$ cat config.mk
export PLATFORM = sky130hd
export DESIGN_NAME = plps_top
export DESIGN_NICKNAME = d
export VERILOG_FILES = /design/src/plps_pkg.sv /design/src/plps_top.sv
export SDC_FILE = /design/constraint.sdc
export NUM_CORES = 1
export LEC_CHECK = 0
export ABC_AREA = 1
export BUFFER_PORTS_ARGS = -buffer_cell sky130_fd_sc_hd__clkbuf_2
export CORE_AREA = 2 2 154 156
export CTS_BUF_LIST = sky130_fd_sc_hd__clkbuf_8
export CTS_CLUSTER_SIZE = 28
export DETAILED_ROUTE_END_ITERATION = 10
export DIE_AREA = 0 0 156 158
export SETUP_SLACK_MARGIN = 0.15
export SYNTH_ARGS = -nofsm -noshare
export SYNTH_HDL_FRONTEND = slang
export SYNTH_SLANG_ARGS = --single-unit
$ cat constraint.sdc
create_clock -name mclk -period 2.5 [get_ports mclk]
set_input_delay 0.125 -clock mclk [delete_from_list [all_inputs] [get_ports mclk]]
set_output_delay 0.125 -clock mclk [all_outputs]
set_load 0.01 [all_outputs]
$ cat src/plps_pkg.sv
// package for positioning limit and program select logic
// assumes a single mclk domain, synchronous active-high reset
// Operation
// - homing starts: enable, control holding, go high
// - zero search off: finish on cam only
// - three homing velocities, freely settable
// - signed positive and negative travel limits
// - target outside limits: refuse move, flag error
// - limit reached: brake with ramp, flag error
// - braking ramp unsigned 0 to 65535 rpm/s
// - both limits zero: no limit monitoring
// - no limit monitoring while homing runs
// - coding: fixed, one-hot, binary, BCD
// - fixed coding runs fixed number 0..99
// - one-hot coding: eight inputs, programs 0..7
// - invalid BCD raises program unavailable
// - rising start edge launches selected program
// - factory default starts program zero
package plps_pkg;
	localparam int POS_W = 32;
	localparam int VEL_W = 32;
	localparam int RAMP_W = 16;
	localparam int PROG_W = 7;
	localparam int SEL_W = 8;
	localparam logic [PROG_W-1:0] PROG_MAX = 7'h63;
	localparam logic [PROG_W-1:0] DEFAULT_PROGRAM_ZERO = 7'h00;
	localparam logic [RAMP_W-1:0] RAMP_RESET = 16'h0000;

	typedef enum logic [1:0] {
		CODING_FIXED = 2'b00,
		CODING_ONE_HOT_INPUTS = 2'b01,
		CODING_BINARY_INPUTS = 2'b10,
		CODING_BCD_INPUTS = 2'b11
	} plps_coding_type;

	typedef enum logic [1:0] {
		HOME_IDLE = 2'b00,
		HOME_ENABLED = 2'b01,
		HOME_HOLDING = 2'b10,
		HOME_RUN = 2'b11
	} plps_home_type;

	typedef struct packed {
		logic signed [POS_W-1:0] positive_travel_limit;
		logic signed [POS_W-1:0] negative_travel_limit;
		logic [RAMP_W-1:0] limit_braking_ramp;
	} plps_limit_cfg_type;

	typedef struct packed {
		logic [VEL_W-1:0] first_homing_velocity;
		logic [VEL_W-1:0] second_homing_velocity;
		logic [VEL_W-1:0] third_homing_velocity;
	} plps_home_vel_type;
endpackage : plps_pkg

$ cat src/plps_top.sv
// homing gate, software travel limit monitor and program selector
// assumes terminal pins asynchronous, other inputs on mclk
`timescale 1ns/10ps
module plps_top
(
	// clock and reset
	input wire logic mclk,
	input wire logic reset,
	// terminal pins
	input wire logic power_stage_enable_input,
	input wire logic go_input,
	input wire logic start_input,
	input wire logic [plps_pkg::SEL_W-1:0] select_inputs,
	// controller state
	input wire logic control_holding,
	input wire logic cam_found,
	input wire logic zero_pulse,
	input wire logic zero_search_enable,
	// configuration
	input wire plps_pkg::plps_limit_cfg_type limit_cfg,
	input wire plps_pkg::plps_home_vel_type home_vel_cfg,
	input wire plps_pkg::plps_coding_type program_select_coding,
	input wire logic [plps_pkg::PROG_W-1:0] fixed_program_number,
	input wire logic [plps_pkg::PROG_W:0] programs_stored,
	// motion
	input wire logic signed [plps_pkg::POS_W-1:0] actual_position,
	input wire logic signed [plps_pkg::POS_W-1:0] target_position,
	input wire logic move_request,
	// outputs
	output logic homing_active,
	output logic homing_done,
	output plps_pkg::plps_home_vel_type homing_velocity,
	output logic move_accept,
	output logic target_limit_error,
	output logic limit_reached_error,
	output logic brake_active,
	output logic [plps_pkg::RAMP_W-1:0] brake_ramp,
	output logic program_launch,
	output logic [plps_pkg::PROG_W-1:0] program_number,
	output logic program_unavailable_error
);
	import plps_pkg::*;

	// pin synchronisers, stage one read only by stage two
	logic [SEL_W+2:0] sync1_r;
	logic [SEL_W+2:0] sync2_r;
	logic start_prev_r;
	logic en_s;
	logic go_s;
	logic start_s;
	logic [SEL_W-1:0] sel_s;
	always_ff @(posedge mclk)
	begin
		if (reset)
		begin
			sync1_r <= '0;
			sync2_r <= '0;
			start_prev_r <= 1'b0;
		end
		else
		begin
			sync1_r <= {power_stage_enable_input, go_input, start_input,
				select_inputs};
			sync2_r <= sync1_r;
			start_prev_r <= start_s;
		end
	end
	assign {en_s, go_s, start_s, sel_s} = sync2_r;

	// homing sequence
	plps_home_type home_r;
	plps_home_type home_nxt;
	logic done_r;
	logic done_nxt;
	always_comb
	begin
		home_nxt = home_r;
		done_nxt = done_r;
		unique case (home_r)
			HOME_IDLE:
				if (en_s)
					home_nxt = HOME_ENABLED;
			HOME_ENABLED:
				if (!en_s)
					home_nxt = HOME_IDLE;
				else if (control_holding)
					home_nxt = HOME_HOLDING;
			HOME_HOLDING:
				if (!en_s || !control_holding)
					home_nxt = HOME_IDLE;
				else if (go_s)
				begin
					home_nxt = HOME_RUN;
					done_nxt = 1'b0;
				end
			HOME_RUN:
				if (!en_s || !control_holding)
					home_nxt = HOME_IDLE;
				// cam alone ends the run when zero search is off
				else if (cam_found && (!zero_search_enable || zero_pulse))
				begin
					home_nxt = HOME_HOLDING;
					done_nxt = 1'b1;
				end
		endcase
	end
	always_ff @(posedge mclk)
	begin
		if (reset)
		begin
			home_r <= HOME_IDLE;
			done_r <= 1'b0;
		end
		else
		begin
			home_r <= home_nxt;
			done_r <= done_nxt;
		end
	end
	assign homing_active = (home_r == HOME_RUN);
	assign homing_done = done_r;
	assign homing_velocity = home_vel_cfg;

	// travel limits, relative to machine zero
	logic mon_en;
	logic tgt_out;
	logic at_limit;
	logic accept_r;
	logic accept_nxt;
	logic tgt_err_r;
	logic tgt_err_nxt;
	logic lim_err_r;
	logic lim_err_nxt;
	logic brake_r;
	logic brake_nxt;
	logic [RAMP_W-1:0] ramp_r;
	logic [RAMP_W-1:0] ramp_nxt;
	always_comb
	begin
		mon_en = ((limit_cfg.positive_travel_limit != '0) ||
			(limit_cfg.negative_travel_limit != '0)) &&
			!homing_active;
		tgt_out = (target_position > limit_cfg.positive_travel_limit) ||
			(target_position < limit_cfg.negative_travel_limit);
		at_limit = (actual_position >= limit_cfg.positive_travel_limit) ||
			(actual_position <= limit_cfg.negative_travel_limit);
		accept_nxt = move_request && !(mon_en && tgt_out);
		tgt_err_nxt = tgt_err_r;
		if (move_request)
			tgt_err_nxt = mon_en && tgt_out;
		// braking holds while the axis sits on a limit
		brake_nxt = mon_en && at_limit;
		lim_err_nxt = lim_err_r || brake_nxt;
		if (!mon_en)
			lim_err_nxt = 1'b0;
		ramp_nxt = limit_cfg.limit_braking_ramp;
	end
	always_ff @(posedge mclk)
	begin
		if (reset)
		begin
			accept_r <= 1'b0;
			tgt_err_r <= 1'b0;
			lim_err_r <= 1'b0;
			brake_r <= 1'b0;
			ramp_r <= RAMP_RESET;
		end
		else
		begin
			accept_r <= accept_nxt;
			tgt_err_r <= tgt_err_nxt;
			lim_err_r <= lim_err_nxt;
			brake_r <= brake_nxt;
			ramp_r <= ramp_nxt;
		end
	end
	assign move_accept = accept_r;
	assign target_limit_error = tgt_err_r;
	assign limit_reached_error = lim_err_r;
	assign brake_active = brake_r;
	assign brake_ramp = ramp_r;

	// program selection decode
	logic start_edge;
	logic [PROG_W-1:0] dec_num;
	logic dec_bad;
	logic [3:0] ones;
	logic [3:0] tens;
	logic launch_r;
	logic launch_nxt;
	logic [PROG_W-1:0] prog_r;
	logic [PROG_W-1:0] prog_nxt;
	logic unav_r;
	logic unav_nxt;
	always_comb
	begin
		start_edge = start_s && !start_prev_r;
		dec_num = DEFAULT_PROGRAM_ZERO;
		dec_bad = 1'b0;
		ones = sel_s[3:0];
		tens = sel_s[7:4];
		unique case (program_select_coding)
			CODING_FIXED:
			begin
				dec_num = fixed_program_number;
				dec_bad = (fixed_program_number > PROG_MAX);
			end
			CODING_ONE_HOT_INPUTS:
			begin
				// lowest active input wins
				dec_bad = (sel_s == '0);
				for (int i = SEL_W - 1; i >= 0; i--)
					if (sel_s[i])
						dec_num = PROG_W'(i);
			end
			CODING_BINARY_INPUTS:
			begin
				dec_num = sel_s[PROG_W-1:0];
				dec_bad = (sel_s[PROG_W-1:0] > PROG_MAX);
			end
			CODING_BCD_INPUTS:
			begin
				dec_bad = (ones > 4'h9) || (tens > 4'h9);
				dec_num = PROG_W'({3'h0, tens} * 7'h0a + {3'h0, ones});
			end
		endcase
		launch_nxt = 1'b0;
		prog_nxt = prog_r;
		unav_nxt = unav_r;
		if (start_edge)
		begin
			prog_nxt = dec_num;
			unav_nxt = dec_bad || !programs_stored[dec_num[2:0]]
				&& (dec_num <= PROG_MAX);
			if (dec_num > PROG_MAX)
				unav_nxt = 1'b1;
			launch_nxt = !unav_nxt;
		end
	end
	always_ff @(posedge mclk)
	begin
		if (reset)
		begin
			launch_r <= 1'b0;
			prog_r <= DEFAULT_PROGRAM_ZERO;
			unav_r <= 1'b0;
		end
		else
		begin
			launch_r <= launch_nxt;
			prog_r <= prog_nxt;
			unav_r <= unav_nxt;
		end
	end
	assign program_launch = launch_r;
	assign program_number = prog_r;
	assign program_unavailable_error = unav_r;
endmodule : plps_top

==> metrics.csv <==
metric,value,unit
nets,1484,
peakVddDrop,0.381,mV
start_util,0.276,
worst_slack,0.343,ns
finalMaxSlewViolations,0,
crit_path_start_kind,flip-flop,
min_delay_path_depth,3,
cts_tree,done,
rsz0062_at_grt,false,
rrSetupSlack,0.34,ns
seq_area_frac_synth,0.173,
numCtsBuffers,5,
min_to,brake_ramp[11],
hold_viol_final,0,
yosys_warnings,0,
num_rows,56,
outcome,"complete, no violations",
dieArea,24600,µm²
port_buffers,209,
grt_pass1_wl,28.7,mm
grt_overflow,0,
synth_ff_type,dfxtp_1,
period_share,0.863,
r2r_cells,12,
worstReg2RegEnd,program_unavailable_error,
design_area,7460,µm²
grt_antenna_before_repair,0,
antenna_cells,0,
hp-class,input port to flip-flop,
coreArea,23100,µm²
area_growth,17.4,%
final_cell_mix,"clkbuf_2, inv_1, nand2_1",
crit_required,2.72,ns
postSynthCellCount,928,
htreeDepth,2,
maxCapViolations,0,
async_reset_ff_frac,0,
clkTransAtPathRegs,0.10,ns
nFillCells,2482,
placed_cell_area,7040,µm²
route.detailed.drc,0,
place_congestion,0.909,
power_density,330,nW/µm²
numClockSinks,55,
grt_max_degree,46,
total_leakage_power,4.28,nW
die_h,158,µm
hp-start,limit_cfg[11],
multiInputGateArea,3890,µm²
setup_viol,0,
path_class,flip-flop to flip-flop,
fp.dieW,156,µm
worst_pin_slew,0.625,ns
fin_hold_ws,0.0119,ns
grt_use_total,0.145,
fin_cells,1364,
dpl.hpwl,16.3,mm
totalWireLength,18.5,mm
worstPathArrival,2.37,ns
synth_nets,1338,
clockBufferDepth,2,
layout-drive-gt1-share,0.224,
dr.pass1.iters,5,
synthDistinctLibCells,36,
post-place-cells,1328,
end_kind,flip-flop,
vias_per_cell,4.56,
synth-edff-count,0,
ant_nets,0,
avgSynthCellArea,6.85,µm²
maxSlewHeadroom,0.580,
dp_worst_setup_slack,0.233,ns
synth-seq-cells,55,
drt_iter0_drc,217,
mappedNetlistArea,6360,µm²
crit_fanout,5,
timing.fmax,464,MHz
num_vias,6225,
regArea,1110,µm²
finalCriticalPeriod,2.16,ns
clock_skew,0.00727,ns
grt_pass1_vias,6031,
r2r-start,sync2_r[4],
tns,0,ns
cts_root_buf,clkbuf_8,
clk-insertion-delay-late,0.31,ns
ios,402,
routedWlPerCell,13.6,µm
mostFrequentLayoutCell,clkbuf_2,
-- worst max-delay path, stage by stage (launching register included) --
cell and delay [ns]:
dfxtp_2 0.35, ha_1 0.21, ha_2 0.19, fa_2 0.56, inv_2 0.04, nor3_1 0.22
o21bai_1 0.12, nand3_1 0.09, nand2_1 0.05, inv_1 0.07, nand3_2 0.08, nand2_1 0.06
inv_1 0.03
-- timing repair --
action                                  4_1_cts  5_1_grt
hold endpoints to repair                     27        0
resized for setup                             0       11
endpoints found under the setup margin        0        2
hold buffers                                 27        0
buffers inserted                              0        2
-- where the power goes --
part | switching (W) | internal, W | total (W)
clock network | 0.000292 | 0.000293 | 0.000585
logic | 0.000524 | 0.000408 | 0.000933
registers | 0.0000202 | 0.000921 | 0.000941
-- cell families after synthesis --
family,synth area share
buffers and inverters,0.217
AOI/OAI and AO/OA,0.113
DFF,0.173
xor gates and xnor gates,0.00138
and+or+nand+nor,0.227
adders and majority gates,0.268
-- sequential cells by signal, indices dropped and copies added (netlist names) --
name	flops
program_launch	1
homing_done	1
program_number	7
sync2_r	11
brake_ramp	16
brake_active	1
limit_reached_error	1
program_unavailable_error	1
move_accept	1
start_prev_r	1
target_limit_error	1
home_r	2
sync1_r	11
-- routing by layer --
metal  vias up  part of all wire  global-route usage
li1       3220                 -                   -
met1      2743              0.42               0.166
met2       228              0.49               0.272
met3        34             0.070              0.0337
met4         0             0.020              0.0358
met5         -                 0                   0
-- how the worst max path moves through the flow --
stage,startpoint,endpoint,slack [ns]
2_1_floorplan,sync2_r[5],program_unavailable_error,0.32
3_3_place_gp,sync2_r[7],program_launch,0.27
3_5_place_dp,sync2_r[7],program_launch,0.23
4_1_cts,sync2_r[7],program_launch,0.21
5_1_grt,sync2_r[6],program_unavailable_error,0.11
6_report,sync2_r[4],program_unavailable_error,0.34
-- stage by stage --
step            util  power (W)
4_1_cts        0.322    0.00249
3_5_place_dp   0.306    0.00186
5_1_grt        0.324    0.00267
2_1_floorplan      -    0.00165
6_report       0.324    0.00246
3_3_place_gp   0.306    0.00184
-- layout make-up --
cell class                 count  area share
inverter                     170      0.0855
clock buffer                   5     0.00922
sequential                    55       0.149
clock inverter                 2     0.00503
multi-input combinational    601       0.521
timing repair buffer         241       0.181
tap                          290      0.0486
-- synthesized netlist by cell type, types with 2 or more instances --
cell type,instances,area share
inv_1,169,0.10
nor3_1,8,0.0063
nand3_1,29,0.023
o21a_1,8,0.0094
nand2_1,154,0.091
a21oi_1,74,0.058
nand3b_1,3,0.0035
o21ai_0,34,0.027
nor2_1,95,0.056
buf_4,96,0.11
nand2_2,2,0.0020
buf_1,4,0.0024
o31ai_1,3,0.0035
dfxtp_1,55,0.17
nand4_1,18,0.018
clkbuf_1,2,0.0012
o211ai_1,3,0.0035
ha_1,133,0.26
fa_1,2,0.0063
nor4_1,19,0.019
nand3_2,2,0.0031
(Power assumes the default switching activity.)
